<file path="src/shared/cpuamd_pkg.sv">
// constants, modes and carriers for the addressing-mode decoder
// What this block does
// - seventeen operand modes in seven groups
// - short forms reach zero page only, except short indexed which reaches 1FE; faster
// - long forms reach all 64 Kbyte
// - memory-to-memory operations use short forms only
// - inherent opcode is one byte, no operand
// - immediate is opcode plus one value byte
// - short direct takes one address byte
// - long direct takes a two-byte address
// - indexed address is unsigned register plus offset
// - no-offset indexed fetches nothing, page zero
// - short indexed takes one byte, reaches 1FE
// - long indexed takes a two-byte offset
// - mask set gives level 3, clear level 0
// - wait idles until interrupt, halt stops oscillator
// - prefixes select second register and indirect forms
// - relative adds signed byte to program counter
// - short indirect reads byte pointer from page zero
package cpuamd_pkg;
	// ****************************************
	// byte codes
	// ****************************************
	localparam logic [7:0] CPUAMD_PFX_Y = 8'h90; // second_reg_prefix
	localparam logic [7:0] CPUAMD_PFX_IY = 8'h91; // indirect_second_prefix
	localparam logic [7:0] CPUAMD_PFX_I = 8'h92; // indirect_prefix
	localparam logic [7:0] CPUAMD_OP_MSET = 8'h9b; // mask_set_op
	localparam logic [7:0] CPUAMD_OP_MCLR = 8'h9a; // mask_clear_op
	localparam logic [7:0] CPUAMD_OP_WFI = 8'h8f; // wait_for_irq_op
	localparam logic [7:0] CPUAMD_OP_HALT = 8'h8e; // oscillator stop
	// ****************************************
	// levels and reset values
	// ****************************************
	localparam logic [1:0] CPUAMD_MASK_HI = 2'b11; // level 3
	localparam logic [1:0] CPUAMD_MASK_LO = 2'b00; // level 0
	localparam logic [1:0] CPUAMD_MASK_RST = 2'b11; // interrupts masked out of reset
	localparam logic [15:0] CPUAMD_ZERO16 = 16'h0000;
	localparam logic [7:0] CPUAMD_ZERO8 = 8'h00;
	// ****************************************
	// modes and states
	// ****************************************
	typedef enum logic [4:0] {
		M_INH = 5'h00, M_IMM = 5'h01, M_DIR_S = 5'h02, M_DIR_L = 5'h03,
		M_IDX_0 = 5'h04, M_IDX_S = 5'h05, M_IDX_L = 5'h06, M_IND_S = 5'h07,
		M_IND_L = 5'h08, M_IIDX_S = 5'h09, M_IIDX_L = 5'h0a, M_REL_D = 5'h0b,
		M_REL_I = 5'h0c, M_BIT_D = 5'h0d, M_BIT_I = 5'h0e, M_BREL_D = 5'h0f,
		M_BREL_I = 5'h10
	} cpuamd_mode_type;
	typedef enum logic [2:0] {
		S_IDLE = 3'b000, S_OPC = 3'b001, S_ARG = 3'b010, S_PTR = 3'b011
	} cpuamd_state_type;
	// result of one decode
	typedef struct packed {
		cpuamd_mode_type mode;
		logic [7:0] opcode;
		logic [7:0] prefix;
		logic use_y;
		logic [2:0] length;
		logic [15:0] ea;
		logic [7:0] imm;
		logic [15:0] target;
		logic [15:0] pc_next;
	} cpuamd_result_type;
	// full state of the decoder
	typedef struct packed {
		cpuamd_state_type st;
		logic [15:0] pc;
		logic [7:0] prefix;
		logic [7:0] opcode;
		cpuamd_mode_type mode;
		logic use_y;
		logic [1:0] arg_left;
		logic [15:0] arg;
		logic [1:0] ptr_left;
		logic [15:0] ptr_addr;
		logic [15:0] ptr;
		logic [2:0] length;
		logic mem_rd;
		logic [15:0] mem_addr;
		logic done;
		logic fin; // done strobe as it leaves the block, a cycle after done
		cpuamd_result_type res;
		logic [1:0] imask;
		logic wait_lp;
		logic halt_lp;
	} cpuamd_regs_type;
endpackage

</file>
<file path="src/design/cpuamd_decoder.sv">
// addressing-mode decoder and effective-address sequencer
`timescale 1ns/10ps
`default_nettype none
module cpuamd_decoder
	import cpuamd_pkg::*;
(
	input wire logic sys_clk,
	input wire logic nrst,
	input wire logic start, // begin decode at pc_in
	input wire logic [15:0] pc_in,
	input wire logic [7:0] x_reg, // first offset register
	input wire logic [7:0] y_reg, // second offset register
	input wire logic irq, // wake from wait or halt
	input wire logic mem_ack, // read data valid this cycle
	input wire logic [7:0] mem_rdata,
	output logic mem_rd,
	output logic [15:0] mem_addr,
	output logic busy,
	output logic done,
	output cpuamd_result_type result,
	output logic [1:0] imask,
	output logic wait_lp,
	output logic halt_lp
);
	// ****************************************
	// state
	// ****************************************
	cpuamd_regs_type r_q; // all flip-flops
	cpuamd_regs_type r_d; // their next values
	cpuamd_mode_type dm; // mode of the arriving opcode
	logic dy; // arriving opcode uses second register
	logic [1:0] dargs; // bytes after the opcode
	logic [1:0] dptr; // pointer bytes to read
	logic [7:0] idx; // chosen offset register
	logic [15:0] base; // address before indexing
	logic [7:0] rel; // signed branch offset
	logic [15:0] pcn; // pc after the instruction

	// ****************************************
	// opcode class table
	// ****************************************
	// row by high nibble, widened by the prefix; memory-to-memory rows
	// only have short encodings, so no long form ever comes out of them
	always_comb begin
		dm = M_INH;
		dy = (r_q.prefix == CPUAMD_PFX_Y) || (r_q.prefix == CPUAMD_PFX_IY);
		unique case (mem_rdata[7:4])
			4'h0: dm = (r_q.prefix == CPUAMD_PFX_I) ? M_BREL_I : M_BREL_D;
			4'h1: dm = (r_q.prefix == CPUAMD_PFX_I) ? M_BIT_I : M_BIT_D;
			4'h2: dm = (r_q.prefix == CPUAMD_PFX_I) ? M_REL_I : M_REL_D;
			4'h3: dm = (r_q.prefix == CPUAMD_PFX_I) ? M_IND_S : M_DIR_S;
			4'h4, 4'h5, 4'h8, 4'h9: dm = M_INH;
			4'h6: dm = (r_q.prefix == CPUAMD_PFX_I || r_q.prefix == CPUAMD_PFX_IY) ? M_IIDX_S : M_IDX_S;
			4'h7, 4'hf: dm = M_IDX_0;
			4'ha: dm = M_IMM;
			4'hb: dm = (r_q.prefix == CPUAMD_PFX_I) ? M_IND_S : M_DIR_S;
			4'hc: dm = (r_q.prefix == CPUAMD_PFX_I) ? M_IND_L : M_DIR_L;
			4'hd: dm = (r_q.prefix == CPUAMD_PFX_I || r_q.prefix == CPUAMD_PFX_IY) ? M_IIDX_L : M_IDX_L;
			4'he: dm = (r_q.prefix == CPUAMD_PFX_I || r_q.prefix == CPUAMD_PFX_IY) ? M_IIDX_S : M_IDX_S;
		endcase
	end

	// ****************************************
	// bytes each mode needs
	// ****************************************
	always_comb begin
		dargs = 2'd0;
		dptr = 2'd0;
		unique case (dm)
			M_INH, M_IDX_0: dargs = 2'd0;
			M_IMM, M_DIR_S, M_IDX_S, M_REL_D, M_BIT_D: dargs = 2'd1;
			M_DIR_L, M_IDX_L, M_BREL_D: dargs = 2'd2;
			M_IND_S, M_IIDX_S, M_REL_I, M_BIT_I: begin
				dargs = 2'd1;
				dptr = 2'd1;
			end
			M_IND_L, M_IIDX_L: begin
				dargs = 2'd1;
				dptr = 2'd2; // pointer is a word
			end
			M_BREL_I: begin
				dargs = 2'd2;
				dptr = 2'd1;
			end
		endcase
	end

	// ****************************************
	// effective address arithmetic
	// ****************************************
	always_comb begin
		idx = r_q.use_y ? y_reg : x_reg;
		pcn = r_q.pc;
		rel = r_q.arg[7:0];
		unique case (r_q.mode)
			M_IND_S, M_IND_L, M_IIDX_S, M_IIDX_L, M_BIT_I: base = r_q.ptr;
			M_BREL_D: base = {CPUAMD_ZERO8, r_q.arg[15:8]};
			M_BREL_I: base = r_q.ptr;
			M_DIR_L, M_IDX_L: base = r_q.arg;
			M_IDX_0: base = CPUAMD_ZERO16;
			default: base = {CPUAMD_ZERO8, r_q.arg[7:0]};
		endcase
		if (r_q.mode == M_REL_I) begin
			rel = r_q.ptr[7:0];
		end
	end

	// ****************************************
	// sequencer
	// ****************************************
	always_comb begin
		r_d = r_q;
		r_d.done = 1'b0;
		// done leaves a cycle late so that strobe and published result come out together
		r_d.fin = r_q.done;
		// wake from either low power state on an interrupt
		if (irq) begin
			r_d.wait_lp = 1'b0;
			r_d.halt_lp = 1'b0;
		end
		unique case (r_q.st)
			S_IDLE: begin
				// no fetch while the core sleeps
				if (start && !r_q.wait_lp && !r_q.halt_lp) begin
					r_d.st = S_OPC;
					r_d.pc = pc_in;
					r_d.prefix = CPUAMD_ZERO8;
					r_d.length = 3'd0;
					r_d.arg = CPUAMD_ZERO16;
					r_d.ptr = CPUAMD_ZERO16;
					r_d.mem_rd = 1'b1;
					r_d.mem_addr = pc_in;
				end
			end
			S_OPC: begin
				if (mem_ack) begin
					r_d.pc = r_q.pc + 16'h0001;
					r_d.mem_addr = r_q.pc + 16'h0001;
					r_d.length = r_q.length + 3'd1;
					// only one prefix is honoured; a second one is taken as opcode
					if (r_q.prefix == CPUAMD_ZERO8 && (mem_rdata == CPUAMD_PFX_Y ||
							mem_rdata == CPUAMD_PFX_IY || mem_rdata == CPUAMD_PFX_I)) begin
						r_d.prefix = mem_rdata;
					end else begin
						r_d.opcode = mem_rdata;
						r_d.mode = dm;
						r_d.use_y = dy;
						r_d.arg_left = dargs;
						r_d.ptr_left = dptr;
						if (dargs == 2'd0) begin
							r_d.mem_rd = 1'b0;
							r_d.st = S_IDLE;
							r_d.done = 1'b1;
						end else begin
							r_d.st = S_ARG;
						end
						// control effects of single-byte operations
						if (dm == M_INH) begin
							if (mem_rdata == CPUAMD_OP_MSET) begin
								r_d.imask = CPUAMD_MASK_HI;
							end
							if (mem_rdata == CPUAMD_OP_MCLR) begin
								r_d.imask = CPUAMD_MASK_LO;
							end
							if (mem_rdata == CPUAMD_OP_WFI) begin
								r_d.wait_lp = 1'b1;
							end
							if (mem_rdata == CPUAMD_OP_HALT) begin
								r_d.halt_lp = 1'b1;
							end
						end
					end
				end
			end
			S_ARG: begin
				if (mem_ack) begin
					// bytes arrive most significant first
					r_d.arg = {r_q.arg[7:0], mem_rdata};
					r_d.pc = r_q.pc + 16'h0001;
					r_d.mem_addr = r_q.pc + 16'h0001;
					r_d.length = r_q.length + 3'd1;
					r_d.arg_left = r_q.arg_left - 2'd1;
					if (r_q.arg_left == 2'd1) begin
						if (r_q.ptr_left == 2'd0) begin
							r_d.mem_rd = 1'b0;
							r_d.st = S_IDLE;
							r_d.done = 1'b1;
						end else begin
							// pointer sits in page zero; for bit-relative the first byte is it
							r_d.ptr_addr = (r_q.mode == M_BREL_I) ? {CPUAMD_ZERO8, r_q.arg[7:0]}
								: {CPUAMD_ZERO8, mem_rdata};
							r_d.mem_addr = r_d.ptr_addr;
							r_d.st = S_PTR;
						end
					end
				end
			end
			S_PTR: begin
				if (mem_ack) begin
					r_d.ptr = {r_q.ptr[7:0], mem_rdata};
					r_d.ptr_addr = r_q.ptr_addr + 16'h0001;
					r_d.mem_addr = r_q.ptr_addr + 16'h0001;
					r_d.ptr_left = r_q.ptr_left - 2'd1;
					if (r_q.ptr_left == 2'd1) begin
						r_d.mem_rd = 1'b0;
						r_d.st = S_IDLE;
						r_d.done = 1'b1;
					end
				end
			end
			default: begin
				r_d.st = S_IDLE;
				r_d.mem_rd = 1'b0;
			end
		endcase
		// publish the result from the values settled this cycle
		if (r_q.done) begin
			r_d.res.mode = r_q.mode;
			r_d.res.opcode = r_q.opcode;
			r_d.res.prefix = r_q.prefix;
			r_d.res.use_y = r_q.use_y;
			r_d.res.length = r_q.length;
			r_d.res.imm = r_q.arg[7:0];
			r_d.res.pc_next = pcn;
			r_d.res.target = pcn + {{8{rel[7]}}, rel};
			// short indexed reaches 1FE: the add carries into bit 8
			if (r_q.mode inside {M_IDX_0, M_IDX_S, M_IDX_L, M_IIDX_S, M_IIDX_L}) begin
				r_d.res.ea = base + {CPUAMD_ZERO8, idx};
			end else begin
				r_d.res.ea = base;
			end
		end
	end

	// ****************************************
	// registers
	// ****************************************
	always_ff @(posedge sys_clk or negedge nrst) begin
		if (!nrst) begin
			r_q <= '0;
			r_q.imask <= CPUAMD_MASK_RST;
		end else begin
			r_q <= r_d;
		end
	end

	// ****************************************
	// outputs straight from flip-flops
	// ****************************************
	assign mem_rd = r_q.mem_rd;
	assign mem_addr = r_q.mem_addr;
	assign busy = r_q.mem_rd;
	assign done = r_q.fin;
	assign result = r_q.res;
	assign imask = r_q.imask;
	assign wait_lp = r_q.wait_lp;
	assign halt_lp = r_q.halt_lp;
endmodule
`default_nettype wire

</file>
<file path="config.mk">
export PLATFORM = sky130hd
export DESIGN_NAME = cpuamd_decoder
export DESIGN_NICKNAME = d
export VERILOG_FILES = /design/src/shared/cpuamd_pkg.sv /design/src/design/cpuamd_decoder.sv
export SDC_FILE = /design/constraint.sdc
export NUM_CORES = 1
export LEC_CHECK = 0
export BUFFER_PORTS_ARGS = -buffer_cell sky130_fd_sc_hd__clkbuf_2
export CAP_MARGIN = 20
export CORE_MARGIN = 4
export CORE_UTILIZATION = 40
export CTS_CLUSTER_SIZE = 25
export DETAILED_ROUTE_END_ITERATION = 12
export PLACE_DENSITY = 0.61
export SYNTH_ARGS = -nofsm -noshare
export SYNTH_HDL_FRONTEND = slang
export SYNTH_SLANG_ARGS = --single-unit
</file>
<file path="constraint.sdc">
create_clock -name sys_clk -period 3.6 [get_ports sys_clk]
set_input_delay 0 -clock sys_clk [delete_from_list [all_inputs] [get_ports sys_clk]]
set_output_delay 0 -clock sys_clk [all_outputs]
set_load 0.02 [all_outputs]
</file>
# [After elaboration in Yosys (flattened, before gate mapping)]
# Cells that the tools add are included.
[classes] add_sub_neg=7 n_eq_ne=69 mux=69 n_bitwise=1 n_reduce_logical=48
[op_table] cell="16-bit case mux with 4 select lines" count=2
[op_table] cell="16-bit 2-to-1 mux" count=7
[op_table] cell="16-bit case mux with 2 select lines" count=3
[op_table] cell="8-bit == test, second input constant" count=10
[op_table] cell="5-bit by 4-bit == test with 1-bit output, second input constant" count=14
[op_table] cell="18-bit 2-to-1 mux" count=3
[op_table] cell="5-bit case mux with 10 select lines" count=1
[op_table] cell="16-bit case mux with 3 select lines" count=1
[op_table] cell="43-bit 2-to-1 mux" count=1
[op_table] cell="21-bit 2-to-1 mux" count=2
[op_table] cell="5-bit by 3-bit == test with 1-bit output, second input constant" count=8
[op_table] cell="36-bit 2-to-1 mux" count=1
[op_table] cell="34-bit 2-to-1 mux" count=1
[op_table] cell="16-bit by 1-bit adder with 16-bit output, second input constant" count=2
[op_table] cell="4-bit == test, second input constant" count=8
[op_table] cell="8-bit 2-to-1 mux" count=4
[op_table] cell="27-bit 2-to-1 mux" count=1
[op_table] cell="2-bit 2-to-1 mux" count=12
[op_table] cell="2-bit != test, second input constant" count=11
[op_table] cell="19-bit 2-to-1 mux" count=1
[op_table] cell="3-bit 2-to-1 mux" count=6
[op_table] cell="16-bit adder" count=1
[op_table] cell="16-bit by 8-bit adder with 16-bit output" count=1
[op_table] cell="4-bit by 3-bit == test with 1-bit output, second input constant" count=4
[op_table] cell="other kinds (43)" count=89
[word_totals] reg_bits=200 out_inout_bits=104

# [Depth between registers and ports, before layout]
[logic_depth] ltp_word=12 mapped_depth=16 mapped_depth_nobuf=14

# [Worst setup path before layout]
# No wires, ideal clock.
[synth_path] path_type="register -> register" start="register r_q[162] (netlist name)" end="register r_q (netlist bit result[54])" setup_ns=0.120 t_arrival_ns=3.516 t_required_ns=3.480 path_slack_ns=-0.035 stages_incl_launch_ff=16 period_less_slack_ns=3.635 cell_sequence="dfrtp_1 -> buf_2 -> nor3b_1 -> or3_2 -> a31oi_1 -> a222oi_1 -> inv_1 -> ha_1 -> fa_1 -> a21oi_1 -> o21ai_0 -> o22ai_1 -> a21oi_1 -> or2b_1 -> or3b_1 -> a31o_1"
[synth_via] elab_chain_cells=5 word_cells_on_any_way=17 cone_classes="1 x add/sub; 11 x eq/ne; 2 x mux; 3 x reduce/logical"
[synth_rtl] item="from (decl)" line="cpuamd_decoder.sv:28" source="cpuamd_regs_type r_q;"
[synth_rtl] item="from (signal assigned)" line="cpuamd_decoder.sv:243" source="r_q <= r_d;"
[synth_rtl] item="5-bit == test, or another cell as far along" line="cpuamd_decoder.sv:95" source="unique case (r_q.mode)"
[synth_rtl] item="6-bit OR reduction (no line) / 2-bit OR reduction (equally long branches)"
[synth_rtl] item="16-bit case mux with 4 select lines" line="cpuamd_decoder.sv:95"
[synth_rtl] item="16-bit by 8-bit adder with 16-bit output" line="cpuamd_decoder.sv:228" source="r_d.res.ea = base + {CPUAMD_ZERO8, idx};"
[synth_rtl] item="16-bit 2-to-1 mux (*)" line="cpuamd_decoder.sv:227" source="if (r_q.mode inside {M_IDX_0, M_IDX_S, M_IDX_L, M_IIDX_S, M_IIDX_L}) begin"
# Mark *: on every way between the ends. The rest lies on a longest branch, timed or not.
# A chain may end at the register's enable or synchronous reset.

# [Final worst setup path]
[layout_path] start="register r_q[163] (netlist name)" end="register r_q (netlist bit result[54])"
# The elaborated chain is that of the path after synthesis.

==> summary.txt <==
Max Transition Viols Final - 0
First-pass GRT wire length - 52100 µm
Sequential area share after synthesis - 41.2%
P&R area growth vs syn - 12.2%
Req. time, crit path - 3940 ps
CTS HTree Levels - 4
Drt pass-1 iters - 7
DIE AREA - 32900 µm²
Fin nets - 1422
Final Hold Viols - 0
Pwr/cell area - 806 nW/µm²
Num CTS Buffers - 17
I/O pin total - 149
Final core occ - 45.5%
Syn. warnings - 0
DRC - 0
CP startpoint - r_q[163]$_DFFE_PN0P_
Post-Synthesis Cells - 1271
Fillers - 2857
Number of max-cap violations - 0
Row cnt - 63
Vias in the first global route - 9380
# setup viols final - 0
Clk Latency, worst-skew pair - 450 ps
Post-synth top area cell - dfrtp_1
Critical Path Fanout Max - 6
Chip height - 181 µm
Core ar. - 29600 µm²
Pin count of the biggest net entering global routing - 103
Yosys cell types - 74
EDFF count, synth - 0
Worst-path clk slew - 80 ps
VDD IR-drop max - 0.000387 V
RSZ-0062 raised after global routing - true
Outcome - complete, no violations
GP Congestion - 0.874
Final hold slack - 53.0 ps
Synth top area share - 41.0%
Synth area leaders - dfrtp_1 41%, mux2_2 8.1%, buf_4 6.4%
Max transition margin - 37.5%
Max Root-Sink Buffers - 2
GRT Resource Usage Total - 19.3%
Cell Area, Synth - 12000 µm²
DRT Wirelength - 31800 µm
1st-iter DRT viols - 853
Maximum clock rate - 284 MHz
Startpoint types - flip-flop
Avg Cell Area, Syn - 9.46 µm²
#FFs+latches synth - 198
Via-per-instance ratio - 5.50
Final period util - 97.8%
DR vias - 9593
Most used DFF post-synth - dfrtp_1
Final setup TNS - 0 ps
Inserted Diodes - 0
Net count after synthesis - 1352
Clock skew - 19.2 ps
Slew @ Worst Pin - 936 ps
Post-DRT Antenna Nets - 0
Most frequent cells in the layout - 195 x dfrtp_1, 147 x clkbuf_2, 110 x nor2_1
Starting Density - 40.6%
Total global routing overflow - 0
CTS Root Cell - clkbuf_16
Total power - 10.9 mW
Leading cell type in the layout, fill and taps excluded - dfrtp_1
Detail Placement HPWL - 23200 µm
Worst setup EP type - flip-flop
Leak - 6.25 nW
IO buf count - 148
Placed instance count - 1684
Chip width - 181 µm
Share of layout cells above drive strength 1 - 25.3%
Worst r2r src - r_q[163]$_DFFE_PN0P_
Classification of the worst-slack hold path - in2reg
Async SR Flop Fraction - 100%
Non-filler cells in the finished layout - 1744
Crit path time final - 3520 ps
WL/cell - 18.2 µm
WP data arrival - 3860 ps
Hold wc startpoint - mem_rdata[7]
Antenna violations before repair - 1
Kind of critical path - reg2reg
TritonCTS clock tree - yes
Clock sinks - 198
path summary, 6_finish.rpt:
path	cells after the start	endpoint	slack, ps
worst max-delay path	14	result[54]$_DFFE_PN0P_	80
worst min-delay path	2	r_q[148]$_DFFE_PN0P_	50
min in group asynchronous	2	result[64]$_DFFE_PN0P_	240
max in group asynchronous	3	result[7]$_DFFE_PN0P_	2470
worst min register to register	2	r_q[169]$_DFFE_PN0P_	490
worst max register to register	14	result[54]$_DFFE_PN0P_	80
sequential cells by signal, summed over array words and instances (netlist names):
signal    flops
result       81
r_q          79
mem_addr     16
pcn          16
busy          1
done          1
halt_lp       1
imask         1
r_d           1
wait_lp       1
timing repair:
item / in CTS / in global routing
endpoints found under the setup margin: 0 / 14
resized for setup: 0 / 16
endpoints found under the hold margin: 132 / 0
hold buffers: 22 / 0
setup buffers: 0 / 5
layout make-up:
class,instances,area [µm²],area share [%]
multi-input combinational,864,5950,44.1
tap,390,488,3.62
inverter,44,165,1.22
sequential,198,4960,36.8
clock buffer,17,425,3.15
timing repair buffer,216,1330,9.87
clock inverter,15,170,1.26
stage by stage:
| stage | setup slack, ps | area, µm² |
|---|---|---|
| 6_report | 78.4 | 13500 |
| 5_1_grt | -67.8 | 13500 |
| 4_1_cts | 31.8 | 13400 |
| 3_5_place_dp | 41.4 | 12600 |
| 3_3_place_gp | 113 | 12600 |
| 2_1_floorplan | 57.8 | 12000 |
per-layer routing:
layer  global-route usage [%]  vias to the layer above  part of all wire (%)
li1                         -                     4603                     -
met1                     28.0                     4700                    48
met2                     30.8                      269                    46
met3                     3.41                       21                   4.8
met4                     3.72                        0                  0.89
met5                        0                        -                     0
logic make-up after synthesis:
logic type / count (synthesis) / synth area share (%)
muxes: 103 / 9.47
AOI/OAI and AO/OA: 321 / 18.0
xor gates and xnor gates: 49 / 3.57
DFF: 198 / 41.2
adders and majority gates: 36 / 3.87
and+or+nand+nor: 355 / 14.1
buffers and inverters: 209 / 9.86
critical path, stage by stage (launching register included):
cell and delay [ps]:
dfrtp_1 410, or4_4 550, nor2_4 210, a31oi_4 60, buf_4 180, a22oi_1 140
nand2_1 110, ha_1 350, nand2_1 110, o21ai_1 230, o22ai_2 110, a21oi_2 160
or2b_1 250, or3b_1 350, a31o_1 200
power breakdown:
| group | leakage [nW] | switching [mW] | internal (mW) |
|---|---|---|---|
| Clock | 0.294 | 1.00 | 0.943 |
| Combinational | 3.39 | 3.11 | 2.08 |
| Sequential | 2.57 | 0.759 | 2.98 |
synthesized netlist by cell type, drive strengths merged (12+ instances only):
| library cell | count |
|---|---|
| a22o | 41 |
| dfrtp | 197 |
| xnor2 | 26 |
| mux2 | 86 |
| nor3 | 24 |
| xor2 | 23 |
| nand4 | 12 |
| inv | 43 |
| o21ai | 76 |
| o21a | 14 |
| nor2b | 15 |
| nand3 | 26 |
| buf | 108 |
| mux2i | 17 |
| a21oi | 79 |
| ha | 34 |
| clkbuf | 57 |
| a221oi | 14 |
| nor2 | 111 |
| nand2 | 108 |
Note: power is estimated with default switching activity, not from simulation.
